### config.mk
export PLATFORM = sky130hd
export DESIGN_NAME = flash_mode_switch_soft_reset
export DESIGN_NICKNAME = d
export VERILOG_FILES = /design/src/verilog/flash_mode_pkg.sv /design/src/verilog/flash_mode_switch_soft_reset.sv
export SDC_FILE = /design/constraint.sdc
export NUM_CORES = 1
export LEC_CHECK = 0
export ABC_AREA = 1
export ABC_CLOCK_PERIOD_IN_PS = 5400
export BUFFER_PORTS_ARGS = -buffer_cell sky130_fd_sc_hd__buf_2
export CAP_MARGIN = 15
export CORE_MARGIN = 5
export CORE_UTILIZATION = 36
export DETAILED_ROUTE_END_ITERATION = 7
export GPL_TIMING_DRIVEN = 0
export PLACE_DENSITY = 0.61
export SETUP_SLACK_MARGIN = 0.2
export SLEW_MARGIN = 15
export SYNTH_ARGS = -nofsm -noshare
export SYNTH_HDL_FRONTEND = slang
export SYNTH_SLANG_ARGS = --single-unit
### constraint.sdc
create_clock -name mclk_in -period 5.4 [get_ports mclk_in]
set_input_delay 0.54 -clock mclk_in [delete_from_list [all_inputs] [get_ports mclk_in]]
set_output_delay 0.54 -clock mclk_in [all_outputs]
set_load 0.01 [all_outputs]
### src/verilog/flash_mode_pkg.sv
package flash_mode_pkg;

  // opcodes
  localparam logic [7:0] OP_FAST_READ  = 8'h0B;
  localparam logic [7:0] OP_WRAP_READ  = 8'h0C;
  localparam logic [7:0] OP_QUAD_READ  = 8'hEB;
  localparam logic [7:0] OP_SET_PARAM  = 8'hC0;
  localparam logic [7:0] OP_SET_WRAP   = 8'h77;
  localparam logic [7:0] OP_QCMD_ON    = 8'h38;
  localparam logic [7:0] OP_QCMD_OFF   = 8'hFF;
  localparam logic [7:0] OP_RESET_ARM  = 8'h66;
  localparam logic [7:0] OP_RESET      = 8'h99;
  localparam logic [7:0] OP_WR_ENABLE  = 8'h06;
  localparam logic [7:0] OP_WR_DISABLE = 8'h04;
  localparam logic [7:0] OP_SUSPEND    = 8'h75;
  localparam logic [7:0] OP_RESUME     = 8'h7A;

  // field positions
  localparam int PAR_DUMMY_LSB = 4;
  localparam int PAR_WRAP_LSB  = 0;
  localparam int WRAP_SET_LSB  = 4;

  // power-on values
  localparam logic [7:0] RPARAM_RESET = 8'h00;
  localparam logic [7:0] MBITS_RESET  = 8'h00;
  localparam logic [2:0] WBITS_RESET  = 3'h0;

  // widths and lengths
  localparam int ADDR_BITS       = 24;
  localparam int WRAP_BASE_BYTES = 8;
  localparam int DUMMY_BASE      = 2;

  // reset recovery time
  localparam int MCLK_MHZ      = 20;
  localparam int RESET_TIME_NS = 30000;
  localparam int RESET_CYCLES  = (RESET_TIME_NS * MCLK_MHZ + 999) / 1000;

endpackage : flash_mode_pkg

### src/verilog/flash_mode_switch_soft_reset.sv
`timescale 1ns/1ps

// small synchronous fifo between array fetch and serial output
module byte_fifo #(
  parameter int WIDTH = 8,
  parameter int DEPTH = 8
) (
  // clock and reset
  input  wire logic             clk_in,
  input  wire logic             rst_in,
  input  wire logic             flush_in,
  // fill side
  input  wire logic             in_valid_in,
  output      logic             in_ready_out,
  input  wire logic [WIDTH-1:0] in_data_in,
  // drain side
  output      logic             out_valid_out,
  input  wire logic             out_ready_in,
  output      logic [WIDTH-1:0] out_data_out
);
  localparam int PW = $clog2(DEPTH);
  typedef struct packed {
    logic [DEPTH-1:0][WIDTH-1:0] mem;
    logic [PW-1:0]               wp;
    logic [PW-1:0]               rp;
    logic [PW:0]                 cnt;
  } fifo_state_type;
  fifo_state_type q;
  fifo_state_type d;
  logic           push;
  logic           pop;
  assign in_ready_out  = (q.cnt != (PW+1)'(DEPTH));
  assign out_valid_out = (q.cnt != '0);
  assign out_data_out  = q.mem[q.rp];
  assign push          = in_valid_in & in_ready_out;
  assign pop           = out_ready_in & out_valid_out;
  // pointer and count update; flush drops everything held
  always_comb
  begin
    d = q;
    if (push)
    begin
      d.mem[q.wp] = in_data_in;
      d.wp        = (q.wp == PW'(DEPTH-1)) ? '0 : q.wp + 1'b1;
    end
    if (pop) d.rp = (q.rp == PW'(DEPTH-1)) ? '0 : q.rp + 1'b1;
    d.cnt = q.cnt + (PW+1)'(push) - (PW+1)'(pop);
    if (flush_in)
    begin
      d.wp  = '0;
      d.rp  = '0;
      d.cnt = '0;
    end
  end
  // state register
  always_ff @(posedge clk_in or posedge rst_in)
  begin
    if (rst_in) q <= '0;
    else q <= d;
  end
endmodule : byte_fifo

// serial command front end: mode switch, wrapping read, two-step reset
module flash_mode_switch_soft_reset #(
  parameter int FIFO_DEPTH = 8
) (
  // clock and reset
  input  wire logic        mclk_in,
  input  wire logic        rst_in,
  // serial link from the host
  input  wire logic        cs_n_in,
  input  wire logic        sclk_in,
  input  wire logic [3:0]  io_in,
  output      logic [3:0]  io_out,
  output      logic [3:0]  io_oe_out,
  // status bits from the status register block
  input  wire logic        quad_enable_bit_in,
  // array read port
  output      logic        mem_req_out,
  output      logic [23:0] mem_addr_out,
  input  wire logic        mem_ack_in,
  input  wire logic [7:0]  mem_data_in,
  // volatile state
  output      logic        quad_command_mode_out,
  output      logic        write_enable_latch_out,
  output      logic        erase_program_paused_flag_out,
  output      logic [7:0]  read_parameter_bits_out,
  output      logic [7:0]  continuous_read_mode_bits_out,
  output      logic [2:0]  wrap_setting_bits_out,
  // reset sequencing
  output      logic        reset_busy_out,
  output      logic        abort_out
);
  typedef enum logic [2:0] {
    PH_CMD, PH_ADDR, PH_MODE, PH_DUMMY, PH_DATA, PH_PARAM, PH_SKIP
  } phase_type;
  typedef struct packed {
    logic        cs_s1;
    logic        cs_s2;
    logic        ck_s1;
    logic        ck_s2;
    logic        ck_s3;
    logic [3:0]  io_s1;
    logic [3:0]  io_s2;
    phase_type   phase;
    logic [4:0]  cnt;
    logic [7:0]  shift;
    logic [7:0]  cmd;
    logic [23:0] fetch_addr;
    logic        wrap_on;
    logic        mem_req;
    logic [3:0]  io_o;
    logic [3:0]  io_oe;
    logic [7:0]  tx;
    logic        nib_hi;
    logic        qcmd;
    logic        write_enable_latch;
    logic        erase_program_paused_flag;
    logic [7:0]  rparam;
    logic [7:0]  mbits;
    logic [2:0]  wbits;
    logic        armed;
    logic [9:0]  rst_cnt;
    logic        rst_busy;
    logic        abort;
  } ctrl_state_type;
  ctrl_state_type q;
  ctrl_state_type d;
  logic           fifo_in_ready;
  logic           fifo_out_valid;
  logic [7:0]     fifo_out_data;
  logic           fifo_pop;
  logic           fifo_push;
  logic           fifo_flush;
  logic           rise;
  logic           fall;
  logic [7:0]     sh;
  logic [4:0]     nb;
  logic [4:0]     dummy_n;
  // next address, held inside a naturally aligned window when wrapping
  function automatic logic [23:0] next_addr(input logic [23:0] a, input logic wrap, input logic [1:0] len_sel);
    logic [23:0] mask;
    mask = 24'(flash_mode_pkg::WRAP_BASE_BYTES - 1);
    mask = (mask << len_sel) | 24'(2 ** len_sel - 1);
    if (wrap)
      next_addr = (a & ~mask) | ((a + 24'h000001) & mask);
    else
      next_addr = a + 24'h000001;
  endfunction : next_addr
  // edges of the host clock; only second and third stages are looked at
  assign rise      = q.ck_s2 & ~q.ck_s3;
  assign fall      = ~q.ck_s2 & q.ck_s3;
  assign nb        = q.qcmd ? 5'h04 : 5'h01;
  assign sh        = q.qcmd ? {q.shift[3:0], q.io_s2} : {q.shift[6:0], q.io_s2[0]};
  assign dummy_n   = 5'({q.rparam[flash_mode_pkg::PAR_DUMMY_LSB +: 2], 1'b0})
                   + 5'(flash_mode_pkg::DUMMY_BASE);
  assign fifo_push = q.mem_req & mem_ack_in;
  // a deselect or a reset empties whatever was prefetched
  assign fifo_flush = q.cs_s2 | q.rst_busy;
  // command interpreter
  always_comb
  begin
    d          = q;
    d.abort    = 1'b0;
    fifo_pop   = 1'b0;
    d.cs_s1    = cs_n_in;
    d.cs_s2    = q.cs_s1;
    d.ck_s1    = sclk_in;
    d.ck_s2    = q.ck_s1;
    d.ck_s3    = q.ck_s2;
    d.io_s1    = io_in;
    d.io_s2    = q.io_s1;
    // reset recovery count
    if (q.rst_busy)
    begin
      if (q.rst_cnt == 10'h000) d.rst_busy = 1'b0;
      else d.rst_cnt = q.rst_cnt - 10'h001;
    end
    // array prefetch; one request outstanding, gated by fifo room
    if (fifo_push)
    begin
      d.mem_req    = 1'b0;
      d.fetch_addr = next_addr(q.fetch_addr, q.wrap_on, q.rparam[flash_mode_pkg::PAR_WRAP_LSB +: 2]);
    end
    else if (!q.mem_req && fifo_in_ready && !q.cs_s2
             && (q.phase == PH_MODE || q.phase == PH_DUMMY || q.phase == PH_DATA))
      d.mem_req = 1'b1;
    if (q.cs_s2)
    begin
      // deselected: frame over, release the lines
      d.phase   = PH_CMD;
      d.cnt     = 5'h00;
      d.shift   = 8'h00;
      d.io_oe   = 4'h0;
      d.mem_req = 1'b0;
    end
    else if (rise)
    begin
      d.shift = sh;
      case (q.phase)
        PH_CMD:
        begin
          d.cnt = q.cnt + nb;
          if (q.cnt + nb == 5'h08)
          begin
            d.cnt   = 5'h00;
            d.cmd   = sh;
            d.phase = PH_SKIP;
            d.armed = 1'b0;
            if (!q.rst_busy)
            begin
              case (sh)
                flash_mode_pkg::OP_RESET_ARM: d.armed = 1'b1;
                flash_mode_pkg::OP_RESET:
                  if (q.armed)
                  begin
                    d.abort    = 1'b1;
                    d.rst_busy = 1'b1;
                    d.rst_cnt  = 10'(flash_mode_pkg::RESET_CYCLES - 1);
                    d.qcmd     = 1'b0;
                    d.write_enable_latch      = 1'b0;
                    d.erase_program_paused_flag      = 1'b0;
                    d.rparam   = flash_mode_pkg::RPARAM_RESET;
                    d.mbits    = flash_mode_pkg::MBITS_RESET;
                    d.wbits    = flash_mode_pkg::WBITS_RESET;
                  end
                flash_mode_pkg::OP_QCMD_ON:
                  if (!q.qcmd && quad_enable_bit_in) d.qcmd = 1'b1;
                flash_mode_pkg::OP_QCMD_OFF:
                  if (q.qcmd) d.qcmd = 1'b0;
                flash_mode_pkg::OP_WR_ENABLE: d.write_enable_latch = 1'b1;
                flash_mode_pkg::OP_WR_DISABLE: d.write_enable_latch = 1'b0;
                flash_mode_pkg::OP_SUSPEND: d.erase_program_paused_flag = 1'b1;
                flash_mode_pkg::OP_RESUME: d.erase_program_paused_flag = 1'b0;
                flash_mode_pkg::OP_SET_PARAM:
                  if (q.qcmd) d.phase = PH_PARAM;
                flash_mode_pkg::OP_SET_WRAP:
                  if (!q.qcmd) d.phase = PH_PARAM;
                flash_mode_pkg::OP_FAST_READ, flash_mode_pkg::OP_WRAP_READ, flash_mode_pkg::OP_QUAD_READ:
                  if (q.qcmd)
                  begin
                    d.phase   = PH_ADDR;
                    d.wrap_on = (sh == flash_mode_pkg::OP_WRAP_READ);
                  end
                default: d.phase = PH_SKIP;
              endcase
            end
          end
        end
        PH_ADDR:
        begin
          d.fetch_addr = {q.fetch_addr[19:0], q.io_s2};
          d.cnt        = q.cnt + 5'h04;
          if (q.cnt + 5'h04 == 5'(flash_mode_pkg::ADDR_BITS))
          begin
            d.cnt   = 5'h00;
            d.phase = (q.cmd == flash_mode_pkg::OP_QUAD_READ) ? PH_MODE : PH_DUMMY;
          end
        end
        PH_MODE:
        begin
          d.cnt = q.cnt + 5'h01;
          if (q.cnt == 5'h01)
          begin
            d.mbits = sh;
            d.cnt   = 5'h00;
            d.phase = PH_DUMMY;
          end
        end
        PH_DUMMY:
        begin
          d.cnt = q.cnt + 5'h01;
          if (q.cnt + 5'h01 == dummy_n)
          begin
            d.cnt    = 5'h00;
            d.phase  = PH_DATA;
            d.nib_hi = 1'b1;
          end
        end
        PH_PARAM:
        begin
          d.cnt = q.cnt + nb;
          if (q.cnt + nb == 5'h08)
          begin
            d.phase = PH_SKIP;
            if (q.cmd == flash_mode_pkg::OP_SET_PARAM)
              d.rparam = sh;
            else
            begin
              d.wbits = sh[flash_mode_pkg::WRAP_SET_LSB +: 3];
              d.rparam[flash_mode_pkg::PAR_WRAP_LSB +: 2] = sh[flash_mode_pkg::WRAP_SET_LSB +: 2];
            end
          end
        end
        default:
          d.phase = q.phase;
      endcase
    end
    else if (fall && q.phase == PH_DATA)
    begin
      // nibbles leave on the falling edge, high half first
      d.io_oe  = 4'hF;
      d.nib_hi = ~q.nib_hi;
      if (q.nib_hi)
      begin
        fifo_pop = fifo_out_valid;
        d.tx     = fifo_out_data;
        d.io_o   = fifo_out_data[7:4];
      end
      else
        d.io_o = q.tx[3:0];
    end

    // a reset in progress drops any read in flight
    if (q.rst_busy)
    begin
      d.mem_req = 1'b0;
      d.io_oe   = 4'h0;
    end
  end

  // prefetch buffer; a slow host drain stalls the array requests
  byte_fifo #(
    .WIDTH (8),
    .DEPTH (FIFO_DEPTH)
  ) u_fifo (
    .clk_in        (mclk_in),
    .rst_in        (rst_in),
    .flush_in      (fifo_flush),
    .in_valid_in   (fifo_push),
    .in_ready_out  (fifo_in_ready),
    .in_data_in    (mem_data_in),
    .out_valid_out (fifo_out_valid),
    .out_ready_in  (fifo_pop),
    .out_data_out  (fifo_out_data)
  );

  // state register; chip select synchroniser starts deselected
  always_ff @(posedge mclk_in or posedge rst_in)
  begin
    if (rst_in)
    begin
      q        <= '0;
      q.cs_s1  <= 1'b1;
      q.cs_s2  <= 1'b1;
      q.rparam <= flash_mode_pkg::RPARAM_RESET;
      q.mbits  <= flash_mode_pkg::MBITS_RESET;
      q.wbits  <= flash_mode_pkg::WBITS_RESET;
    end
    else
      q <= d;
  end

  // outputs straight from the state register
  assign io_out                        = q.io_o;
  assign io_oe_out                     = q.io_oe;
  assign mem_req_out                   = q.mem_req;
  assign mem_addr_out                  = q.fetch_addr;
  assign quad_command_mode_out         = q.qcmd;
  assign write_enable_latch_out        = q.write_enable_latch;
  assign erase_program_paused_flag_out = q.erase_program_paused_flag;
  assign read_parameter_bits_out       = q.rparam;
  assign continuous_read_mode_bits_out = q.mbits;
  assign wrap_setting_bits_out         = q.wbits;
  assign reset_busy_out                = q.rst_busy;
  assign abort_out                     = q.abort;
endmodule : flash_mode_switch_soft_reset
Word level (Yosys, flattened, before mapping)
Index checks and enable logic that the tools add are counted.

storage, ports and cells
  flip-flop bits (word level) = 188
  logic and storage cells = 241

cells by class
  add/sub/neg operators = 11
  magnitude comparators = 3
  eq/ne operators = 45
  shift-type cells = 2
  multiplexer cells = 81
  bitwise gates (word level) = 17
  reductions and logical operators = 42

operator list
  cell                   count
  $mux 8                 12
  $mux 12                6
  $mux 24                3
  $bwmux 64              1
  $mux 32                2
  $mux 49                1
  $and 24x24->24         2
  $eq 8x8->1 const B     6
  $or 24x24->24          2
  $eq 8x7->1 const B     4
  $pmux 8 s2             2
  $mux 3                 10
  $reduce_and 7->1       4
  $mux 25                1
  $pmux 5 s5             1
  $add 24x1->24 const B  1
  $bmux 8 s3             1
  $demux 8 s3            1
  $not 24->24            1
  $reduce_and 8->1       3
  $shl 1x2->24 const A   1
  $shl 3x2->24 const A   1
  $sub 24x2->24 const B  1
  $mux 22                1
  other kinds (55)       133

Longest topological paths before layout
Gate-level depths: netlist of run 1.

  word-level depth = 11
  mapped depth = 17
  mapped depth without buffers = 16

Cells and area by module
A second synthesis of run 1 with hierarchy kept.

second synthesis, totals
  cell total of the unflattened synthesis = 1,435
  area total of the unflattened synthesis = 11,179.5 µm²

modules (own cells, without submodules)
  module                        times used  cells each  area each (µm²)
  flash_mode_switch_soft_reset  1           846         6,598.8
  byte_fifo                     1           589         4,580.6

Worst setup path before layout of run 1
No wires, ideal clock.

  path kind = reg-to-reg
  from = reg q (netlist bit quad_command_mode_out)
  to = reg q (netlist bit quad_command_mode_out)
  setup time = 0.118 ns
  arrival = 2.489 ns
  data required time = 5.282 ns
  setup slack = 2.793 ns
  stages on the path, launching flop included = 16
  path buffers = 3
  cells stage by stage = dfrtp_1 > buf_6 > inv_6 > buf_12 > ha_1 > ha_1 > or2_2 > nor2_1 > nand3_4 > nor2_4 > nand2_2 > buf_2 > nor3_2 > nand2_1 > nand2_1 > nand2_1

on the way
  word-level cells in the longest chain between the ends = 4
  elaborated cells between the ends (all ways) = 14
  those cells by class = add/sub: 1; eq/ne: 6; mux: 3; reduce/logical: 4

RTL lines
  item                                       line                                 text
  start, declared                            flash_mode_switch_soft_reset.sv:127  ctrl_state_type q;
  $mux 3, or another cell as far along       flash_mode_switch_soft_reset.sv:153  assign nb = q.qcmd ? 5'h04 : 5'h01;
  $add 5x3->5, or another cell as far along  flash_mode_switch_soft_reset.sv:204  if (q.cnt + nb == 5'h08)
  $eq 5x4->1, or another cell as far along   flash_mode_switch_soft_reset.sv:204
  $reduce_and 8->1 (no line)                 -

Several ways; a longest one is shown, not always the timed one.
A chain may end at the register's enable or synchronous reset.

Final worst setup path of run 1
Same ends and word-level chain as after synthesis.

==> results of run 1 <==
[flip-flops by register name, indices dropped and copies added, names as in the netlist, 3 cells and up]
signal                         count
continuous_read_mode_bits_out      8
wrap_setting_bits_out              3
io_out                             4
u_fifo.q                          74
mem_addr_out                      24
q                                 46
read_parameter_bits_out            8
d                                  7
[routing by layer]
layer	global-route usage, %	share of wire (%)	vias to the layer above
met1	23.6	49	3942
met2	26.6	45	169
li1	-	-	4119
met5	0	0	-
met3	2.68	4.1	29
met4	4.39	1.4	0
[final cells by class]
type,count,share of cell area [%]
Clock buffer,17,3.74
Tap cell,341,3.75
Buffer,81,4.78
Inverter,122,4.11
Timing Repair Buffer,79,4.13
Sequential cell,181,39.8
Clock inverter,15,2.04
Multi-Input combinational cell,823,37.7
[power groups by stage]
stage	clock network, mW	logic, mW	registers, mW
floorplan	0	0.174	1.46
global placement	0	0.240	1.48
detailed placement	0	0.252	1.48
CTS	1.41	0.254	1.45
global route	1.48	0.284	1.46
finish	1.38	0.249	1.45
[worst register-to-register path: stages, from the launching register on]
cell and delay [ns]:
dfrtp_1 0.44, buf_6 0.18, inv_6 0.05, buf_12 0.14, ha_1 0.21, ha_1 0.31, or2_2 0.31, nor2_1 0.19
nand3_4 0.16, nor2_4 0.17, nand2_2 0.08, buf_2 0.20, nor3_2 0.21, nand2_1 0.08, nand2_1 0.06, nand2_1 0.06
[metrics by stage]
| step | cells | setup WS (ns) |
|---|---|---|
| after floorplan | 1207 | 2.54 |
| after global placement | 1622 | 1.26 |
| after detailed placement | 1627 | 2.46 |
| after CTS | 1659 | 2.44 |
| after global routing | 1659 | 2.22 |
| final | 1659 | 2.44 |
[cell usage in the layout, fill, tap and decap left out, types with 15 or more instances in the layout]
master / count
o21ai_0: 135
o21ai_2: 16
clkbuf_1: 23
buf_4: 51
nand2_1: 293
dfrtp_1: 179
a21oi_1: 21
nand3_1: 50
ha_1: 22
clkbuf_16: 17
nor2_1: 110
o21ai_1: 15
xor2_1: 23
nand2_2: 20
inv_1: 103
buf_2: 76
o22ai_1: 16
nand4_1: 21
inv_2: 16
[kinds of logic after synthesis]
family / after synthesis / share of synthesized area [%]
compound gates: 236 / 14.0
xor+xnor: 26 / 2.39
fa+ha+maj: 23 / 3.00
buf+inv: 203 / 10.3
flops: 181 / 46.1
simple gates: 538 / 24.3
[cells in the mapped netlist (all sizes together) (7+ instances only)]
library cell	count	area [µm²]
nand4	22	144
dfrtp	179	4480
nand2	316	1260
clkbuf	23	86.3
nand3	54	298
buf	58	458
o22ai	16	100
ha	22	275
o221ai	9	78.8
o211ai	9	67.6
o21ai	166	891
a21oi	21	105
xor2	24	218
nor3	11	75.1
inv	121	459
a31oi	7	43.8
nor2	119	494
[path summary, 6_finish.rpt]
check | startpoint | to | slack (ns) | depth (start not counted)
min reg2reg | d[103] | q[103] | 0.35 | 0
max | quad_command_mode_out | quad_command_mode_out | 2.44 | 15
max in group asynchronous | rst_in | mem_addr_out[3] | 4.43 | 4
min in group mclk_in | cs_n_in | d[113] | 0.20 | 1
min | rst_in | u_fifo.q[37] | 0.16 | 2
max reg2reg | quad_command_mode_out | quad_command_mode_out | 2.44 | 15
==> summary.txt, run 1 <==
Category of the most critical setup path - reg2reg
# rows - 60
Routed WL per cell - 15.0 µm
Routability congestion estimate from global placement - 0.883
Net switching component of the power - 0.907 mW
Die area - 30700 µm²
Synthesis-stage register bit count - 181
# port buffers - 74
Setup Viol. Count Final - 0
Internal power - 2.17 mW
Worst path slowest cell - dfrtp_1
Syn Std Cell Area - 9830 µm²
Max-slew violation count - 0
Sequential Power Share - 47.1%
Area of the multi-input gates - 4290 µm²
Combinational power share - 8.1%
Number of different library cells in the post-synthesis netlist - 50
DP Wirelength - 18300 µm
Total negative slack - 0 ns
Number of antenna violations at the first check in global routing - 0
DRC violation count after routing - 0
Number of hold violations in the final report - 0
Share of async-settable or async-resettable flops after synthesis - 100%
Number of diodes added for antenna fixing - 0
Resize count post-CTS - 0
Largest fanout on the critical path - 10
DR pass1 iterations - 5
Run status - completed
Pin count of the biggest net entering global routing - 36
Part of the cycle the worst path needs - 54.7%
Crit path time final - 2.96 ns
Fin util - 42.3%
Clock insertion delay at the later pin of the skew report - 0.45 ns
Cells along the critical path - buf_6, inv_6, buf_12, ha_1, ha_1, or2_2, nor2_1, nand3_4, nor2_4, nand2_2, buf_2, nor3_2, nand2_1, nand2_1, nand2_1
Fraction of power spent switching nets - 29.4%
Post-cts hold buffer count - 0
CP arrival - 3.28 ns
Synthesized area divided by synthesized cell count - 8.14 µm²
Total routing resource utilization after global routing - 16.6%
Library cell used as clock root buffer - clkbuf_16
Horizontal die dimension - 175 µm
Required @ worst endpoint - 5.72 ns
Warning count from the yosys run - 0
Worst-Margin Slew - 0.596 ns
Worst Setup Start Kind - flop
Count of flip-flops with a built-in enable after synthesis - 0
Largest delay share family, worst path - simple AND/OR/NAND/NOR gates
CTS clock-pin slew for the worst setup and hold paths - 0.08 ns
Drt via density - 4.98
RSZ-0062 raised after global routing - false
Post-layout power - 3.08 mW
Leakage power of the design - 5.59 nW
Final Hold Slack - 0.160 ns
Via count of the first global-routing pass - 8166
Achievable frequency - 0.338 GHz
Cell type with the highest occurrence count on the critical path - nand2_1
Maximum single-stage delay on the critical path - 0.44 ns
Cell area power density - 270 nW/µm²
Path category of the worst min-delay check - in2async
Most used flip-flop cell after synthesis - dfrtp_1
Die outline height - 175 µm
Number of DRC markers after the initial detailed-route iteration - 763
Part of the Yosys area used for sequential elements - 46.1%
Clock share of power - 44.8%
Total nets after synthesis - 1248
Final layout net count - 1346
Cell Area, Placed - 10700 µm²
TritonCTS clock tree - done
Buf+Inv Stages, Crit Path - 4
Worst-case headroom to the max-slew limit - 60.1%
Maximum buffer depth of the clock tree - 2
Max VDD drop - 0.213 mV
Worst-case clock skew - 0.0194 ns
Number of buffers inserted during clock tree synthesis - 17
H-tree Lvls - 4
Proportion of layout cells with a drive suffix above 1 - 19.3%
Maxcap violations - 0
Number of instances in the synthesized netlist - 1207
Sort of element at the end of the critical path - flop
Ports placed on the boundary - 75
Wire length reported by the detailed router - 24800 µm
Filler instances - 2770
Number of clock sinks - 181
Final standard cell area without fillers - 11400 µm²
Remaining antenna violation count - 0
Vias - 8259
Floorplan Core Area - 27000 µm²
Wire length of the first global-routing pass - 42000 µm
Initial core utilization - 36.5%
Global route total overflow - 0
Syn-to-layout area delta - 15.9%
Reg area - 4530 µm²
Number of post-CTS setup repair buffers - 0
Power figures use the tool's default switching activity.
==> run 2: changes to the inputs <==
ABC_AREA = 0   (was 1)
ABC_CLOCK_PERIOD_IN_PS = 2700   (was 5400)
clock period = 2.7 ns   (was 5.4 ns; I/O delays follow)
==> run 2 against run 1 <==
Sequential cell count stayed put. Critical endpoint is now q[7]. Maximum frequency grew 9.5%. Worst setup slack worse by 2.4 ns. Highest routed layer is now met5. Count of clock-buffer cells in the layout did not move. Clock power grew 85%. Critical path type unchanged. Area after synthesis decreased by 1.6%.
==> summary.txt, run 2 <==
Run status - completed
Category of the most critical setup path - reg2reg
Warning count from the yosys run - 0 (unchanged)
Number of instances in the synthesized netlist - 904 (-25%)
RSZ-0062 raised after global routing - true
Cell area power density - 474 nW/µm² (+75%)
Initial core utilization - 36.2% (-0.30 points)
Sequential Power Share - 49.4% (+2.3 points)
Die area - 30200 µm² (-1.6%)
Wire length of the first global-routing pass - 40400 µm (-3.8%)
Global route total overflow - 0 (unchanged)
Register with the most flip-flops - u_fifo.q
Total routing resource utilization after global routing - 16.5% (-0.18 points)
Combinational power share - 5.0% (-3.1 points)
CTS clock-pin slew for the worst setup and hold paths - 0.07 ns (about the same)
Most used flip-flop cell after synthesis - dfrtp_1
Final layout net count - 1069 (-21%)
Setup Viol. Count Final - 0 (unchanged)
# rows - 60 (unchanged)
Remaining antenna violation count - 0 (unchanged)
Worst Setup Start Kind - flop
Count of flip-flops with a built-in enable after synthesis - 0 (unchanged)
Total nets after synthesis - 945 (-24%)
Vias - 7297 (-12%)
Total negative slack - 0 ns (unchanged)
Number of buffers inserted during clock tree synthesis - 17 (unchanged)
Number of clock sinks - 181 (unchanged)
Number of antenna violations at the first check in global routing - 1 (+1)
Maxcap violations - 0 (unchanged)
Max-slew violation count - 0 (unchanged)
Worst-Margin Slew - 0.897 ns (+0.301 ns)
Most used cells in the layout excluding fill and tap cells - dfrtp_1 (176), buf_2 (81), nand2_1 (79), buf_4 (68), mux2_2 (65)
Achievable frequency - 0.371 GHz (+9.5%)
Share of async-settable or async-resettable flops after synthesis - 100% (unchanged)
Sort of element at the end of the critical path - flop
Leading post-synthesis cells by cell area - dfrtp_1 (46%), mux2_2 (8.0%), buf_4 (4.1%)
Maximum buffer depth of the clock tree - 2 (unchanged)
Final standard cell area without fillers - 11800 µm² (+3.8%)
Via count of the first global-routing pass - 7404 (-9.3%)
Ports placed on the boundary - 75 (unchanged)
Number of DRC markers after the initial detailed-route iteration - 563 (-26%)
Proportion of layout cells with a drive suffix above 1 - 34.1% (+15 points)
Syn Std Cell Area - 9670 µm² (-1.6%)
Routed WL per cell - 17.5 µm (+17%)
Most instantiated cells after synthesis - dfrtp_1 (179), nand2_1 (82), mux2_2 (69)
Syn-to-layout area delta - 22.3%
Worst-case headroom to the max-slew limit - 39.9% (-20 points)
Proportion of netlist area held by the largest area contributor - 46.3% (+0.76 points)
Wire length reported by the detailed router - 24200 µm (-2.4%)
DP Wirelength - 16800 µm (-8.0%)
Die outline height - 174 µm (-0.78%)
Worst-case clock skew - 0.0115 ns (-0.00787 ns)
Floorplan Core Area - 26700 µm² (-0.84%)
CP arrival - 3.02 ns (-0.26 ns)
Most common cell in the synthesized netlist - dfrtp_1
Fin util - 44.2% (+2.0 points)
Internal power - 4.11 mW (+89%)
Pin count of the biggest net entering global routing - 35 (-2.8%)
Crit path time final - 2.70 ns (-0.258 ns)
Routability congestion estimate from global placement - 0.915 (+3.5%)
Horizontal die dimension - 174 µm (-0.78%)
Clock insertion delay at the later pin of the skew report - 0.43 ns (-0.02 ns)
Commonest non-fill, non-tap cell in the layout - dfrtp_1
Largest fanout on the critical path - 8 (-2)
Part of the Yosys area used for sequential elements - 46.9% (+0.77 points)
Largest register FFs - 74 (unchanged)
H-tree Lvls - 4 (unchanged)
Drt via density - 5.28 (+6.0%)
Clock share of power - 45.6% (+0.8 points)
Synthesis-stage register bit count - 181 (unchanged)
DR pass1 iterations - 5 (unchanged)
Required @ worst endpoint - 3.02 ns (-2.70 ns)
DRC violation count after routing - 0 (unchanged)
Cell Area, Placed - 10700 µm² (-0.68%)
Part of the cycle the worst path needs - 100% (+45 points)
Net switching component of the power - 1.49 mW (+64%)
# port buffers - 74 (unchanged)
TritonCTS clock tree - done
Fraction of power spent switching nets - 26.6% (-2.9 points)
Max VDD drop - 0.329 mV (+54%)
Synthesized area divided by synthesized cell count - 10.7 µm² (+31%)
Library cell used as clock root buffer - clkbuf_16
Final Hold Slack - 0.0866 ns (-0.0731 ns)
Largest area contributor in the netlist - dfrtp_1
Number of hold violations in the final report - 0 (unchanged)
Number of different library cells in the post-synthesis netlist - 85 (+70%)
Leakage power of the design - 5.31 nW (-5.2%)
Path category of the worst min-delay check - in2reg
==> run 2: changes by cell type in the layout (fill, tap and decap cells not counted), moves of 19 or more <==
cell     before  now
nor2_1      110   64
mux2_2        0   65
xnor2_1       2   21
o21ai_0     135   46
inv_1       103   31
nand2_1     293   79
nand3_1      50   21
==> run 2: area by class of cell <==
type / instances / area, µm²
diodes: 1 / 2.50
plain buffers: 89 / 608
clock buffers: 17 / 425
clock inverters: 15 / 190
fillers: 2549 / 14900
inverters: 36 / 151
multi-input cells: 598 / 4780
flip-flops and latches: 181 / 4540
well taps: 341 / 427
repair buffers: 105 / 707
==> run 2: metal layers <==
metal | routed length, µm | part of all wire (%) | GRT usage (%)
met3 | 1030 | 4.3 | 3.90
met4 | 458 | 1.9 | 4.95
met1 | 11100 | 46 | 22.4
met5 | 7 | 0.029 | 0
met2 | 11600 | 48 | 26.2
==> run 2: path summary, 6_finish.rpt <==
| path | startpoint | endpoint | slack, ns | cells past startpoint |
|---|---|---|---|---|
| min | quad_enable_bit_in | quad_command_mode_out | 0.09 | 3 |
| min in group asynchronous | rst_in | continuous_read_mode_bits_out[6] | 0.47 | 3 |
| max in group asynchronous | rst_in | mem_addr_out[1] | 1.15 | 6 |
| min reg2reg | d[104] | q[104] | 0.35 | 0 |
| max | quad_command_mode_out | q[7] | 0.001 | 13 |
| max reg2reg | quad_command_mode_out | q[7] | 0.001 | 13 |
==> run 2: critical path, cell delays in order, from the launching register on <==
cell	delay [ns]
dfrtp_2	0.40
buf_6	0.11
buf_8	0.10
inv_8	0.03
ha_4	0.16
ha_4	0.18
xor2_4	0.15
or3_4	0.43
nor3_4	0.24
nand3_2	0.14
or3_4	0.39
buf_8	0.16
inv_6	0.06
nor2_1	0.04
==> run 2: power by group through the flow <==
stage | Clock [mW] | Sequential, mW | Combinational (mW)
6_report | 2.55 | 2.77 | 0.281
5_1_grt | 2.72 | 2.77 | 0.315
4_1_cts | 2.61 | 2.76 | 0.277
3_5_place_dp | 0 | 2.82 | 0.249
3_3_place_gp | 0 | 2.82 | 0.229
2_1_floorplan | 0 | 2.81 | 0.151
==> run 2: stage by stage <==
stage,power (mW),worst slack (ns),std cells
global placement,3.05,-1.43,1319
global route,5.81,-0.0745,1382
CTS,5.65,0.0299,1377
floorplan,2.96,-0.0894,904
finish,5.60,0.00121,1383
detailed placement,3.07,-0.265,1324
==> run 2: timing repair <==
action	4_1_cts	5_1_grt
hold buffers	7	0
endpoints found under the setup margin	52	61
resized for setup	45	30
setup buffers	14	5
hold endpoints to repair	33	0
pin swaps	10	10
==> run 2: kinds of logic after synthesis <==
family                     synth area share, %
buffers and inverters                     7.30
xor gates and xnor gates                  3.31
adders and majority gates                 3.05
AOI/OAI and AO/OA                         11.5
DFF                                       46.9
muxes                                     13.2
and+or+nand+nor                           14.8
==> run 3: changes to the inputs <==
BUFFER_PORTS_ARGS = -buffer_cell sky130_fd_sc_hd__buf_4   (was -buffer_cell sky130_fd_sc_hd__buf_2)
==> run 3 against run 2 <==
Sequential share of layout area fell by 0.99 points. Worst setup slack improved by 0.071 ns. Sequential power barely moved. Non-clock buffer count rose by 5. Die area did not move. Power rose by 1.2%. Largest power group unchanged. Count of clock-buffer cells in the layout did not move. Combinational power rose by 7%. Worst hold slack got worse by 0.0022 ns. Maximum frequency rose by 2.7%. Critical endpoint is now q[5]. Final cell count rose by 0.29%.
==> summary.txt, run 3 (synthesized netlist as in run 2, its figures left out) <==
Max VDD drop - 0.299 mV (-8.9%)
DP Wirelength - 17000 µm (+0.91%)
Register with the most flip-flops - u_fifo.q
# rows - 60 (unchanged)
Final Hold Slack - 0.0844 ns (-0.00218 ns)
Proportion of layout cells with a drive suffix above 1 - 35.5% (+1.4 points)
Commonest non-fill, non-tap cell in the layout - dfrtp_1
Achievable frequency - 0.380 GHz (+2.7%)
Hold Crit Endpoint - quad_command_mode_out
Worst path slowest cell - or3_4
Remaining antenna violation count - 0 (unchanged)
Leakage power of the design - 5.41 nW (+1.9%)
Number of diodes added for antenna fixing - 0 (-1)
Number of clock sinks - 181 (unchanged)
Die outline height - 174 µm (unchanged)
Largest register FFs - 74 (unchanged)
Path category of the worst min-delay check - in2reg
Routed WL per cell - 17.4 µm (-0.72%)
Register-to-register path setup slack - 0.07 ns (+0.07 ns)
DR pass1 iterations - 5 (unchanged)
Maximum single-stage delay on the critical path - 0.44 ns (about the same)
Worst-case headroom to the max-slew limit - 36.5% (-3.4 points)
Setup Viol. Count Final - 0 (unchanged)
Drt via density - 5.24 (-0.75%)
Clock insertion delay at the later pin of the skew report - 0.44 ns (about the same)
Global route total overflow - 0 (unchanged)
Library cell used as clock root buffer - clkbuf_16
TritonCTS clock tree - done
Wire length reported by the detailed router - 24100 µm (-0.43%)
Buf+Inv Stages, Crit Path - 5 (unchanged)
Cell area power density - 467 nW/µm² (-1.5%)
Worst-Margin Slew - 0.945 ns (+0.0475 ns)
Horizontal die dimension - 174 µm (unchanged)
Number of DRC markers after the initial detailed-route iteration - 500 (-11%)
Number of antenna violations at the first check in global routing - 0 (-1)
Cell count of the worst hold path - 3 (unchanged)
Part of the cycle the worst path needs - 97.3% (-2.6 points)
Final layout net count - 1074 (+0.47%)
Pin count of the biggest net entering global routing - 34 (-2.9%)
Crit path time final - 2.63 ns (-0.0706 ns)
Reg2Reg Capture Point - q[5]
Floorplan Core Area - 26700 µm² (unchanged)
Max-slew violation count - 0 (unchanged)
Number of buffers inserted during clock tree synthesis - 17 (unchanged)
Critical R2R Launch - quad_command_mode_out
Number of hold violations in the final report - 0 (unchanged)
Largest delay share family, worst path - simple AND/OR/NAND/NOR gates
Vias - 7263 (-0.47%)
Syn-to-layout area delta - 25.5%
Largest fanout on the critical path - 8 (unchanged)
Worst Reg2Reg Path Length in Cells - 13 (unchanged)
Ports placed on the boundary - 75 (unchanged)
Routability congestion estimate from global placement - 0.906 (-0.96%)
Via count of the first global-routing pass - 7229 (-2.4%)
Most used cells in the layout excluding fill and tap cells - dfrtp_1 (176), buf_4 (144), nand2_1 (80), mux2_2 (69), nor2_1 (62)
Worst-case clock skew - 0.0162 ns (+0.00464 ns)
RSZ-0062 raised after global routing - true
Required @ worst endpoint - 3.02 ns (about the same)
Maxcap violations - 0 (unchanged)
Total negative slack - 0 ns (unchanged)
DRC violation count after routing - 0 (unchanged)
CP arrival - 2.95 ns (-0.07 ns)
Wire length of the first global-routing pass - 39400 µm (-2.6%)
Maximum buffer depth of the clock tree - 2 (unchanged)
Total routing resource utilization after global routing - 16.0% (-0.50 points)
CTS clock-pin slew for the worst setup and hold paths - 0.08 ns (about the same)
Category of the most critical setup path - reg2reg
Run status - completed
Sort of element at the end of the critical path - flop
Cells along the critical path - buf_6, buf_8, inv_8, ha_4, ha_4, a21o_2, a32o_2, nor3_4, nand3_2, or3_4, buf_8, inv_8, nor2_1
Worst Setup Start Kind - flop
H-tree Lvls - 4 (unchanged)
Worst hold path startpoint - quad_enable_bit_in
Initial core utilization - 36.2% (unchanged)
Die area - 30200 µm² (unchanged)
# port buffers - 74 (unchanged)
run 3: repair_timing:
item / CTS / global route
hold endpoints to repair: 31 / 0
resized for setup: 50 / 47
hold buffers: 7 / 0
setup buffers: 13 / 9
pin swaps: 11 / 15
setup endpoints to repair: 53 / 58
cloned: 1 / 0
run 3: report_power, final:
part / total (mW) / switching (mW) / internal [mW] / leakage [nW]
logic: 0.300 / 0.183 / 0.117 / 2.75
registers: 2.77 / 0.0302 / 2.74 / 2.36
clock network: 2.60 / 1.30 / 1.29 / 0.303
run 3: cell type report:
class                           instances  area [µm²]
Clock buffer                           17         425
Multi-Input combinational cell        598        4820
Inverter                               36         154
Tap cell                              341         427
Buffer                                 89         619
Sequential cell                       181        4540
Fill cell                            2510       14600
Clock inverter                         15         204
Timing Repair Buffer                  110         956
run 3: through the flow:
step / std cells / setup WS (ns) / cell area (µm²) / power, mW / util, %
after floorplan: 904 / -0.0894 / 9730 / 2.96 / -
after global placement: 1319 / -1.41 / 10700 / 3.06 / 40.1
after detailed placement: 1325 / -0.312 / 10900 / 3.08 / 40.7
after CTS: 1378 / 0.0220 / 11900 / 5.71 / 44.4
after global routing: 1387 / 0.00349 / 12100 / 5.87 / 45.4
final: 1387 / 0.0718 / 12100 / 5.66 / 45.4
run 3: worst max-delay path by stage:
stage	endpoint	startpoint	slack, ns	cells past startpoint
2_1_floorplan	quad_command_mode_out	rst_in	-0.09	1
3_3_place_gp	quad_command_mode_out	rst_in	-1.41	2
3_5_place_dp	u_fifo.q[2]	q[99]	-0.31	11
4_1_cts	q[7]	quad_command_mode_out	0.02	13
5_1_grt	q[5]	quad_command_mode_out	0.003	13
6_report	q[5]	quad_command_mode_out	0.07	13
run 3: metal layers:
layer	global-route usage [%]	routed length, µm
met1	21.6	10800
met2	25.9	11600
met3	3.32	1070
met4	4.75	592
met5	0	0
run 3: worst min-delay path: cells and delay by family:
| kind | cells | cell delay (ns) |
|---|---|---|
| AOI/OAI and AO/OA | 1 | 0.05 |
| and+or+nand+nor | 1 | 0.05 |
| buffers and inverters | 1 | 0.11 |
